===== src/logic/scsp_pkg.sv =====
// constants and carrier types of the switch control serial port
// assumes a 50 MHz core clock; serial pins arrive asynchronously
// Function
// - sense-ready low while current sense accurate
// - release sense-ready at each turn-off instant
// - direct input low off, high on
// - rising direct input wakes from sleep
// - profile select low bulb, high motor
// - fault flag low on any fault
// - reading fault registers clears their bits
// - external pwm clock drives pwm, monitored
// - wake/reset low clears serial registers
// - sleep after input idle timeout, reset low
// - wake/reset rise starts watchdog on first bit; code arms and counts from the rise itself
// - toggle bit must alternate within timeout
// - chip select rise commits shifted word
// - chip select fall loads output shifter
// - output driver enabled only while selected
// - sample input falling, change output rising
// - sixteen bit frames, msb first
// - bits twelve to nine address register
// - output carries register or previous word
// - fail-safe flag low on communication loss
// - pwm up to 1 kHz, internal or external
// - input idle after 250 ms without activity
// - watchdog 310 ms, disabled by off bit
package scsp_pkg;
  localparam int CLK_HZ         = 50_000_000;
  localparam int IDLE_MS        = 250;
  localparam int WDOG_MS        = 310;
  localparam int IDLE_CYC       = IDLE_MS * (CLK_HZ / 1000);
  localparam int WDOG_CYC       = WDOG_MS * (CLK_HZ / 1000);
  localparam int PWM_MAX_HZ     = 1000;
  localparam int INT_PWM_CYC    = CLK_HZ / PWM_MAX_HZ;
  localparam int CLKMON_CYC     = 2 * INT_PWM_CYC;
  localparam int FRAME_BITS     = 16;
  localparam int ADDR_LSB       = 9;
  localparam int ADDR_MSB       = 12;
  localparam int WD_BIT         = 15;
  // register indexes
  localparam logic [3:0] A_CTRL0   = 4'h0;
  localparam logic [3:0] A_CTRL1   = 4'h1;
  localparam logic [3:0] A_GLOBAL  = 4'h2;
  localparam logic [3:0] A_STATUS  = 4'h3;
  localparam logic [3:0] A_FAULT0  = 4'h4;
  localparam logic [3:0] A_FAULT1  = 4'h5;
  localparam logic [3:0] A_DIAG0   = 4'h6;
  localparam logic [3:0] A_DIAG1   = 4'h7;
  localparam logic [3:0] A_ECHO    = 4'hf;
  // control register fields: [7:0] duty, 8 on, ... global: 0 wd off, 1 ext clk sel, 2 pwm en
  localparam int F_ON           = 8;
  localparam int G_WDOFF        = 0;
  localparam int G_EXTCLK       = 1;
  localparam int G_PWMEN        = 2;
  localparam int G_DIRDIS       = 3;
  localparam logic [15:0] REG_RST = 16'h0000;
  // fault bit layout per channel
  typedef struct packed {
    logic oc;
    logic ot;
    logic short_vpwr;
    logic severe_sc;
    logic open_load_on_state;
    logic open_load_off_state;
  } scsp_chfault_t;
  typedef struct packed {
    logic ov;
    logic uv;
    logic clk_fail;
  } scsp_glfault_t;
  typedef enum logic [1:0] {
    SCSP_SLEEP  = 2'b00,
    SCSP_NORMAL = 2'b01,
    SCSP_FSAFE  = 2'b11
  } scsp_mode_t;
endpackage


===== src/logic/scsp_fifo.sv =====
// small flop fifo carrying committed serial words
// assumes both sides on one clock
`timescale 1ns/10ps
module scsp_fifo #(
  parameter int W = 16,
  parameter int D = 16
) (
  input  wire logic         clk_i,
  input  wire logic         rst_n_i,
  input  wire logic         in_valid_i,
  output logic              in_ready_o,
  input  wire logic [W-1:0] in_data_i,
  output logic              out_valid_o,
  input  wire logic         out_ready_i,
  output logic [W-1:0]      out_data_o
);
  localparam int AW = $clog2(D);
  logic [W-1:0]  mem [D];
  logic [AW:0]   wp;
  logic [AW:0]   rp;
  logic          full;
  logic          empty;
  assign full        = (wp[AW] != rp[AW]) && (wp[AW-1:0] == rp[AW-1:0]);
  assign empty       = (wp == rp);
  assign in_ready_o  = !full;
  assign out_valid_o = !empty;
  assign out_data_o  = mem[rp[AW-1:0]];
  always_ff @(posedge clk_i or negedge rst_n_i) begin
    if (!rst_n_i) begin
      wp <= '0;
      rp <= '0;
    end else begin
      if (in_valid_i && !full) begin
        wp <= wp + 1'b1;
      end
      if (out_ready_i && !empty) begin
        rp <= rp + 1'b1;
      end
    end
  end
  always_ff @(posedge clk_i) begin
    if (in_valid_i && !full) begin
      mem[wp[AW-1:0]] <= in_data_i;
    end
  end
endmodule


===== src/logic/scsp_top.sv =====
// digital control of a dual high-side switch: serial port, direct inputs, watchdog, pwm
// assumes all pins asynchronous to clk_i; serial clock well below clk_i/4
`timescale 1ns/10ps
module scsp_top import scsp_pkg::*; #(
  parameter int IDLE_CYCLES = IDLE_CYC,
  parameter int WDOG_CYCLES = WDOG_CYC,
  parameter int CLKMON_CYCLES = CLKMON_CYC,
  parameter int FIFO_DEPTH = 16
) (
  input  wire logic          clk_i,
  input  wire logic          rst_n_i,
  input  wire logic          chip_select_n_i,
  input  wire logic          sclk_i,
  input  wire logic          sdi_i,
  output logic               sdo_o,
  output logic               sdo_oe_o,
  input  wire logic [1:0]    direct_in_i,
  input  wire logic [1:0]    load_profile_sel_i,
  input  wire logic          wake_reset_n_i,
  input  wire logic          pwm_clk_i,
  input  wire logic          sense_accurate_i,
  input  wire scsp_chfault_t fault_a_i,
  input  wire scsp_chfault_t fault_b_i,
  input  wire logic          ov_i,
  input  wire logic          uv_i,
  input  wire logic          vdd_fail_i,
  output logic               output_switch_a_o,
  output logic               output_switch_b_o,
  output logic [1:0]         motor_profile_o,
  output logic               fault_flag_n_o,
  output logic               fault_flag_n_oe_o,
  output logic               failsafe_flag_n_o,
  output logic               failsafe_flag_n_oe_o,
  output logic               sense_ready_n_o,
  output logic               sense_ready_n_oe_o,
  output logic               awake_o,
  output logic [15:0]        word_data_o,
  output logic               word_valid_o,
  input  wire logic          word_ready_i
);
  typedef struct packed {
    logic [1:0]  s1;
    logic [1:0]  s2;
  } pair_t;
  typedef struct packed {
    logic [6:0]  m1;
    logic [6:0]  m2;
    logic        sclk_d;
    logic        csn_d;
    logic        pwm_d;
    logic [1:0]  din_d;
    logic        wrn_d;
    logic [15:0] shin;
    logic [15:0] shout;
    logic [15:0] prev_word;
    logic [4:0]  nbits;
    logic [15:0] ctrl0;
    logic [15:0] ctrl1;
    logic [15:0] glob;
    scsp_chfault_t flt0;
    scsp_chfault_t flt1;
    scsp_glfault_t gfl;
    logic        wd_armed;
    logic        wd_last;
    logic [31:0] wd_cnt;
    logic [31:0] idle0;
    logic [31:0] idle1;
    logic [1:0]  in_on;
    scsp_mode_t  mode;
    logic [31:0] mon_cnt;
    logic [31:0] ipwm_cnt;
    logic [7:0]  pwm_phase;
    logic [1:0]  hson;
    logic        sdo;
    logic        sdo_oe;
    logic        fault_n;
    logic        fs_n;
    logic        sync_n;
    logic [1:0]  prof;
    logic        push;
    logic [15:0] push_data;
    logic        awake;
  } st_t;
  st_t st;
  st_t next_st;
  logic fifo_in_ready;
  logic fifo_out_valid;
  logic [15:0] fifo_out_data;

  function automatic logic [15:0] rd_reg(input st_t s, input logic [3:0] a);
    logic [15:0] v;
    v = 16'h0000;
    unique case (a)
      A_CTRL0:  v = s.ctrl0;
      A_CTRL1:  v = s.ctrl1;
      A_GLOBAL: v = s.glob;
      A_STATUS: v = {9'h000, s.mode, s.gfl, s.hson};
      A_FAULT0: v = {10'h000, s.flt0};
      A_FAULT1: v = {10'h000, s.flt1};
      A_DIAG0:  v = {14'h0000, s.prof[0], s.in_on[0]};
      A_DIAG1:  v = {14'h0000, s.prof[1], s.in_on[1]};
      default:  v = s.prev_word;
    endcase
    return v;
  endfunction

  function automatic logic [31:0] sat_inc(input logic [31:0] c, input int lim);
    return (c >= 32'(lim)) ? c : c + 32'd1;
  endfunction

  always_comb begin
    logic sclk;
    logic csn;
    logic sdi;
    logic pwm;
    logic [1:0] din;
    logic wrn;
    logic [3:0] addr;
    logic [15:0] w;
    logic clk_ok;
    logic pwm_tick;
    logic [1:0] duty_on;
    logic any_fault;
    sclk = st.m2[0];
    csn  = st.m2[1];
    sdi  = st.m2[2];
    pwm  = st.m2[3];
    din  = st.m2[5:4];
    wrn  = st.m2[6];
    addr = 4'h0;
    w    = 16'h0000;
    clk_ok    = 1'b0;
    pwm_tick  = 1'b0;
    duty_on   = 2'b00;
    any_fault = 1'b0;
    next_st = st;
    next_st.m1 = {wake_reset_n_i, direct_in_i, pwm_clk_i, sdi_i, chip_select_n_i, sclk_i};
    next_st.m2 = st.m1;
    next_st.sclk_d = sclk;
    next_st.csn_d = csn;
    next_st.pwm_d = pwm;
    next_st.din_d = din;
    next_st.wrn_d = wrn;
    next_st.push = 1'b0;
    // hardware sets fault bits; merged last so set wins over read clear
    if (csn && !st.csn_d) begin
      w = st.shin;
      addr = w[ADDR_MSB:ADDR_LSB];
      if (st.nbits == 5'(FRAME_BITS)) begin
        next_st.prev_word = w;
        next_st.push = 1'b1;
        next_st.push_data = w;
        unique case (addr)
          A_CTRL0:  next_st.ctrl0 = w;
          A_CTRL1:  next_st.ctrl1 = w;
          A_GLOBAL: next_st.glob = w;
          default: ;
        endcase
        if (st.wd_armed && (w[WD_BIT] != st.wd_last)) begin
          next_st.wd_cnt = 32'd0;
        end
        next_st.wd_last = w[WD_BIT];
      end
    end
    if (!csn && st.csn_d) begin
      addr = st.shin[ADDR_MSB:ADDR_LSB];
      next_st.shout = rd_reg(st, addr);
      next_st.sdo = next_st.shout[FRAME_BITS-1];
      next_st.nbits = 5'd0;
      unique case (addr)
        A_STATUS: next_st.gfl = '0;
        A_FAULT0: next_st.flt0 = '0;
        A_FAULT1: next_st.flt1 = '0;
        default: ;
      endcase
    end
    if (!csn) begin
      if (!sclk && st.sclk_d) begin
        next_st.shin = {st.shin[14:0], sdi};
        if (st.nbits != 5'd31) begin
          next_st.nbits = st.nbits + 5'd1;
        end
      end
      // each rise presents the current msb, so the first rise shows bit 15
      if (sclk && !st.sclk_d) begin
        next_st.shout = {st.shout[14:0], 1'b0};
        next_st.sdo = st.shout[15];
      end
    end
    next_st.sdo_oe = !csn;
    if (!wrn) begin
      next_st.ctrl0 = REG_RST;
      next_st.ctrl1 = REG_RST;
      next_st.glob = REG_RST;
      next_st.wd_armed = 1'b0;
      next_st.wd_cnt = 32'd0;
    end else if (!st.wrn_d) begin
      next_st.wd_armed = 1'b1;
      next_st.wd_cnt = 32'd0;
    end else if (st.wd_armed && !st.glob[G_WDOFF]) begin
      next_st.wd_cnt = sat_inc(next_st.wd_cnt, WDOG_CYCLES);
    end
    for (int i = 0; i < 2; i++) begin
      if (din[i] != st.din_d[i] || din[i]) begin
        if (i == 0) next_st.idle0 = 32'd0;
        else next_st.idle1 = 32'd0;
        next_st.in_on[i] = 1'b1;
      end else begin
        if (i == 0) next_st.idle0 = sat_inc(st.idle0, IDLE_CYCLES);
        else next_st.idle1 = sat_inc(st.idle1, IDLE_CYCLES);
        if ((i == 0 ? st.idle0 : st.idle1) >= 32'(IDLE_CYCLES)) next_st.in_on[i] = 1'b0;
      end
    end
    // mode sequencing
    unique case (st.mode)
      SCSP_SLEEP: begin
        if ((din & ~st.din_d) != 2'b00 || (wrn && !st.wrn_d)) begin
          next_st.mode = SCSP_NORMAL;
        end
      end
      SCSP_NORMAL: begin
        if (!wrn && st.in_on == 2'b00 && din == 2'b00) begin
          next_st.mode = SCSP_SLEEP;
        end else if ((st.wd_armed && !st.glob[G_WDOFF] && st.wd_cnt >= 32'(WDOG_CYCLES)) || vdd_fail_i) begin
          next_st.mode = SCSP_FSAFE;
        end
      end
      SCSP_FSAFE: begin
        if (!wrn && st.in_on == 2'b00 && din == 2'b00) begin
          next_st.mode = SCSP_SLEEP;
        end else if (wrn && !st.wrn_d) begin
          next_st.mode = SCSP_NORMAL;
        end
      end
      default: next_st.mode = SCSP_SLEEP;
    endcase
    // external clock monitor and pwm time base
    clk_ok = st.mon_cnt < 32'(CLKMON_CYCLES);
    if (pwm != st.pwm_d) next_st.mon_cnt = 32'd0;
    else next_st.mon_cnt = sat_inc(st.mon_cnt, CLKMON_CYCLES);
    next_st.ipwm_cnt = (st.ipwm_cnt >= 32'(INT_PWM_CYC / 256 - 1)) ? 32'd0 : st.ipwm_cnt + 32'd1;
    if (st.glob[G_EXTCLK]) pwm_tick = pwm && !st.pwm_d && clk_ok;
    else pwm_tick = (st.ipwm_cnt == 32'd0);
    if (pwm_tick) next_st.pwm_phase = st.pwm_phase + 8'd1;
    duty_on[0] = st.pwm_phase < st.ctrl0[7:0];
    duty_on[1] = st.pwm_phase < st.ctrl1[7:0];
    for (int i = 0; i < 2; i++) begin
      logic on_bit;
      on_bit = (i == 0) ? st.ctrl0[F_ON] : st.ctrl1[F_ON];
      if (st.mode == SCSP_SLEEP) next_st.hson[i] = 1'b0;
      else if (!wrn || st.mode == SCSP_FSAFE) next_st.hson[i] = din[i];
      else next_st.hson[i] = (din[i] && !st.glob[G_DIRDIS]) ||
                             (on_bit && (!st.glob[G_PWMEN] || duty_on[i]));
    end
    // fault capture, set over clear
    next_st.flt0 = next_st.flt0 | fault_a_i;
    next_st.flt1 = next_st.flt1 | fault_b_i;
    next_st.gfl.ov = next_st.gfl.ov | ov_i;
    next_st.gfl.uv = next_st.gfl.uv | uv_i;
    next_st.gfl.clk_fail = next_st.gfl.clk_fail | (st.glob[G_EXTCLK] && !clk_ok);
    any_fault = (|next_st.flt0) || (|next_st.flt1) || (|next_st.gfl);
    next_st.fault_n = !any_fault;
    next_st.fs_n = !(next_st.mode == SCSP_FSAFE || vdd_fail_i);
    if ((st.hson & ~next_st.hson) != 2'b00) next_st.sync_n = 1'b1;
    else if (sense_accurate_i && next_st.hson != 2'b00) next_st.sync_n = 1'b0;
    next_st.prof = load_profile_sel_i;
    next_st.awake = next_st.mode != SCSP_SLEEP;
  end

  always_ff @(posedge clk_i or negedge rst_n_i) begin
    if (!rst_n_i) begin
      st <= '0;
      st.csn_d <= 1'b1;
      st.wrn_d <= 1'b0;
      // idle levels: select high, serial clock low, so no false edge after reset
      st.m1 <= 7'h02;
      st.m2 <= 7'h02;
      st.fault_n <= 1'b1;
      st.fs_n <= 1'b1;
      st.sync_n <= 1'b1;
      st.prof <= 2'b11;
      st.mode <= SCSP_SLEEP;
    end else begin
      st <= next_st;
    end
  end

  scsp_fifo #(
    .W (16),
    .D (FIFO_DEPTH)
  ) u_fifo (
    .clk_i       (clk_i),
    .rst_n_i     (rst_n_i),
    .in_valid_i  (st.push),
    .in_ready_o  (fifo_in_ready),
    .in_data_i   (st.push_data),
    .out_valid_o (fifo_out_valid),
    .out_ready_i (word_ready_i && !st.push),
    .out_data_o  (fifo_out_data)
  );

  logic [15:0] wd_q;
  logic        wv_q;
  always_ff @(posedge clk_i or negedge rst_n_i) begin
    if (!rst_n_i) begin
      wd_q <= 16'h0000;
      wv_q <= 1'b0;
    end else begin
      wv_q <= fifo_out_valid && word_ready_i && !st.push;
      wd_q <= fifo_out_data;
    end
  end

  assign sdo_o                = st.sdo;
  assign sdo_oe_o             = st.sdo_oe;
  assign output_switch_a_o    = st.hson[0];
  assign output_switch_b_o    = st.hson[1];
  assign motor_profile_o      = st.prof;
  assign fault_flag_n_o       = 1'b0;
  assign fault_flag_n_oe_o    = !st.fault_n;
  assign failsafe_flag_n_o    = 1'b0;
  assign failsafe_flag_n_oe_o = !st.fs_n;
  assign sense_ready_n_o      = 1'b0;
  assign sense_ready_n_oe_o   = !st.sync_n;
  assign awake_o              = st.awake;
  assign word_data_o          = wd_q;
  assign word_valid_o         = wv_q;
  logic unused_ready;
  assign unused_ready = fifo_in_ready;
endmodule


===== config.mk =====
export PLATFORM = sky130hd
export DESIGN_NAME = scsp_top
export DESIGN_NICKNAME = d
export VERILOG_FILES = /design/src/logic/scsp_pkg.sv /design/src/logic/scsp_fifo.sv /design/src/logic/scsp_top.sv
export SDC_FILE = /design/constraint.sdc
export NUM_CORES = 1
export LEC_CHECK = 0
export BUFFER_PORTS_ARGS = -buffer_cell sky130_fd_sc_hd__buf_2
export CAP_MARGIN = 20
export CORE_MARGIN = 2
export CORE_UTILIZATION = 50
export DETAILED_ROUTE_END_ITERATION = 16
export GPL_TIMING_DRIVEN = 0
export PLACE_DENSITY = 0.66
export REMOVE_ABC_BUFFERS = 1
export SYNTH_ARGS = -nofsm -noshare
export SYNTH_HDL_FRONTEND = slang
export SYNTH_SLANG_ARGS = --single-unit

===== constraint.sdc =====
create_clock -name clk_i -period 6.95 [get_ports clk_i]
set_clock_uncertainty 0.1 [all_clocks]
set_input_delay 0 -clock clk_i [delete_from_list [all_inputs] [get_ports clk_i]]
set_output_delay 0 -clock clk_i [all_outputs]
set_load 0.05 [all_outputs]

==> flow_summary.json <==
{
  "outcome": "complete, no violations",
  "switchingPower_uw": 1990,
  "clk_pin_slew_ns": 0.06,
  "ys_types": 70,
  "async_flop_share": 0.575,
  "gr-total-overflow": 0,
  "grtUsageMet3": 0.0362,
  "p_seq_frac": 0.489,
  "drc": 0,
  "grt_max_degree": 125,
  "wire_per_inst_um": 19.8,
  "end_kind": "flip-flop",
  "final_area_um2": 29300,
  "critical_path_arrival_ns": 3.98,
  "detailed_place.area_um2": 26600,
  "dp_hpwl_mm": 34.0,
  "p_int_uw": 6180,
  "firstDrtPassIters": 5,
  "viasPerCell": 5.74,
  "worstHoldPathType": "in2reg",
  "syn_inst": 1887,
  "grt_pass1_vias": 16000,
  "critPathKind": "reg2reg",
  "slew_headroom": 0.360,
  "port_buffers": 54,
  "ys_ff_latch": 603,
  "ctsHoldBuffers": 48,
  "wl_mm": 54.4,
  "io_pins": 58,
  "synth_edf_count": 256,
  "max_freq_mhz": 280,
  "cts_sinks": 603,
  "dieArea_um2": 52100,
  "worstMarginPinSlew_ns": 0.956,
  "clk_latency_ns": 0.63,
  "met2_usage": 0.358,
  "met1_usage": 0.285,
  "cts_buffers": 61,
  "p_per_area_nw_per_um2": 279,
  "final_common_cell": "dfrtp_1",
  "avgSynthCellArea_um2": 13.3,
  "post-route-period-util": 0.513,
  "rows": 82,
  "layout-drive-gt1-share": 0.165,
  "synth_area_um2": 25200,
  "root_buffer": "clkbuf_16",
  "die_w_um": 228,
  "clockBufferDepth": 3,
  "period_needed_ns": 3.57,
  "cts_tree": "yes",
  "htreeDepth": 2,
  "cap_violations": 0,
  "vdd_drop_max_uv": 267,
  "drt.antenna.violating_nets": 0,
  "crit_start": "next_st[321]$_DFF_PN1_",
  "rr_endpoint": "st[260]$_DFFE_PN0P_",
  "rsz0062_at_grt": "false",
  "start_util": 0.504,
  "gp_congestion": 0.816,
  "diodes": 0,
  "leakagePower_uw": 0.0117,
  "fill_cells": 3885,
  "final_cell_mix": "337 x dfrtp_1, 256 x edfxtp_1, 209 x nand2_1",
  "grt_antenna_before_repair": 0,
  "synth_ff_type": "dfrtp_1",
  "worst_slack_ns": 3.38,
  "ys_seq_area_frac": 0.651,
  "critPathCapture": "st[260]$_DFFE_PN0P_",
  "clkPwrFrac": 0.416,
  "setup_violations": 0,
  "finalHoldViolations": 0,
  "drt_iter0_drc": 1341,
  "critPathMaxFanout": 28,
  "preCtsSetupSlack_ns": 3.01,
  "dr_total_vias": 15700,
  "core_um2": 50000,
  "syn_to_final_growth_pct": 16.3,
  "track_usage": 0.212,
  "cts-resized-gates": 0,
  "nNetsFinal": 2083,
  "finalMaxSlewViolations": 0,
  "busiest_layer": "met2",
  "reg2reg_setup_slack_ns": 3.38,
  "switching_share": 0.244,
  "p_comb_frac": 0.095,
  "post_cts_buffers": 0,
  "worstSetupStartpointType": "flip-flop",
  "rr_startpoint": "next_st[321]$_DFF_PN1_",
  "worst-r2r-cell-count": 6,
  "grt_pass1_wl_mm": 87.7,
  "crit_required_ns": 7.36,
  "die_y_um": 228,
  "ys_warn_count": 0
}
## per-stage QoR
stage / hold slack (ns) / cells / total power (µW) / TNS [ns] / util
finish: 0.0326 / 2743 / 8170 / 0 / 0.586
CTS: 0.000855 / 2740 / 8250 / 0 / 0.585
global placement: 0.00556 / 2543 / 4770 / -384.34 / 0.520
detailed placement: 0.00616 / 2578 / 4820 / 0 / 0.533
floorplan: -0.396 / 1817 / 4500 / 0 / -
global route: 0.00370 / 2743 / 8470 / 0 / 0.586
## power groups by stage
| stage | sequential [µW] | combinational, µW | clock, µW |
|---|---|---|---|
| final | 3990 | 776 | 3400 |
| after global routing | 4010 | 839 | 3610 |
| after CTS | 4010 | 764 | 3480 |
| after detailed placement | 4080 | 742 | 0 |
| after global placement | 4210 | 552 | 0 |
| after floorplan | 4120 | 383 | 0 |
## area by class of cell
| class | count | area (µm²) | share of cell area |
|---|---|---|---|
| tap | 672 | 841 | 0.0287 |
| inverter | 61 | 229 | 0.00782 |
| clock buffer | 85 | 1720 | 0.0586 |
| timing repair buffer | 140 | 1380 | 0.0472 |
| multi-input combinational | 1153 | 8340 | 0.285 |
| clock inverter | 29 | 379 | 0.0129 |
| sequential | 603 | 16400 | 0.560 |
## critical path, stage by stage, from the launching register on
cell and delay (ns):
dfstp_2 0.62, nor4bb_1 0.52, nand2_1 0.50, inv_1 0.58, buf_16 0.24, nand2_1 0.46
and3_1 0.41
## state kept, by name, indices dropped and copies added (netlist names), 2 cells and up
register	flops
st	300
u_fifo.mem	256
word_data_o	16
next_st	13
u_fifo.rp	5
u_fifo.wp	5
motor_profile_o	2
## cell usage after synthesis, types with 13 or more instances
cell type,instances,share of area
nor4_1,34,0.0085
nand4_1,29,0.0072
mux4_2,80,0.072
and3_1,33,0.0082
nor3_1,23,0.0046
nor2_1,94,0.014
nand3_1,64,0.013
xor2_1,37,0.013
ha_1,35,0.017
dfrtp_1,339,0.34
o31ai_1,15,0.0045
a21boi_0,13,0.0039
xnor2_1,32,0.011
and2_1,45,0.011
a22oi_1,30,0.0089
inv_1,61,0.0091
edfxtp_1,256,0.31
mux2_2,24,0.011
clkbuf_1,78,0.012
nand2_1,209,0.031
o211ai_1,14,0.0042
o21ai_0,52,0.010
a21o_1,17,0.0051
or4_1,20,0.0060
or3_1,20,0.0050
a21oi_1,95,0.019
## cell families (layout without fill, tap and decap cells)
logic type | count (synthesis) | count (layout) | share of synthesized area
AO/OA/AOI/OAI | 287 | 287 | 0.0732
XOR/XNOR | 69 | 69 | 0.0240
adder cells (fa/ha/maj) | 35 | 35 | 0.0174
buffers and inverters | 157 | 315 | 0.0245
flip-flops | 603 | 603 | 0.651
multiplexers | 110 | 110 | 0.0847
other | 1 | 27 | 0.000149
AND/OR/NAND/NOR | 625 | 625 | 0.125
## how the worst min path moves through the flow
stage | start | end | slack (ns) | depth (start not counted)
floorplan | rst_n_i | awake_o$_DFF_PN0_ | -0.40 | 0
global placement | load_profile_sel_i[0] | motor_profile_o[0]$_DFF_PN1_ | 0.006 | 1
detailed placement | load_profile_sel_i[1] | motor_profile_o[1]$_DFF_PN1_ | 0.006 | 1
CTS | uv_i | st[202]$_DFF_PN0_ | 0.0009 | 3
global route | fault_b_i[5] | st[209]$_DFF_PN0_ | 0.004 | 3
finish | fault_b_i[5] | st[209]$_DFF_PN0_ | 0.03 | 3
## per-layer routing
layer | up-vias | wire length (µm)
met5 | - | 0
met4 | 0 | 1250
met3 | 100 | 2580
met2 | 401 | 27200
met1 | 8049 | 23400
li1 | 7194 | -
Power figures use the tool's default switching activity.
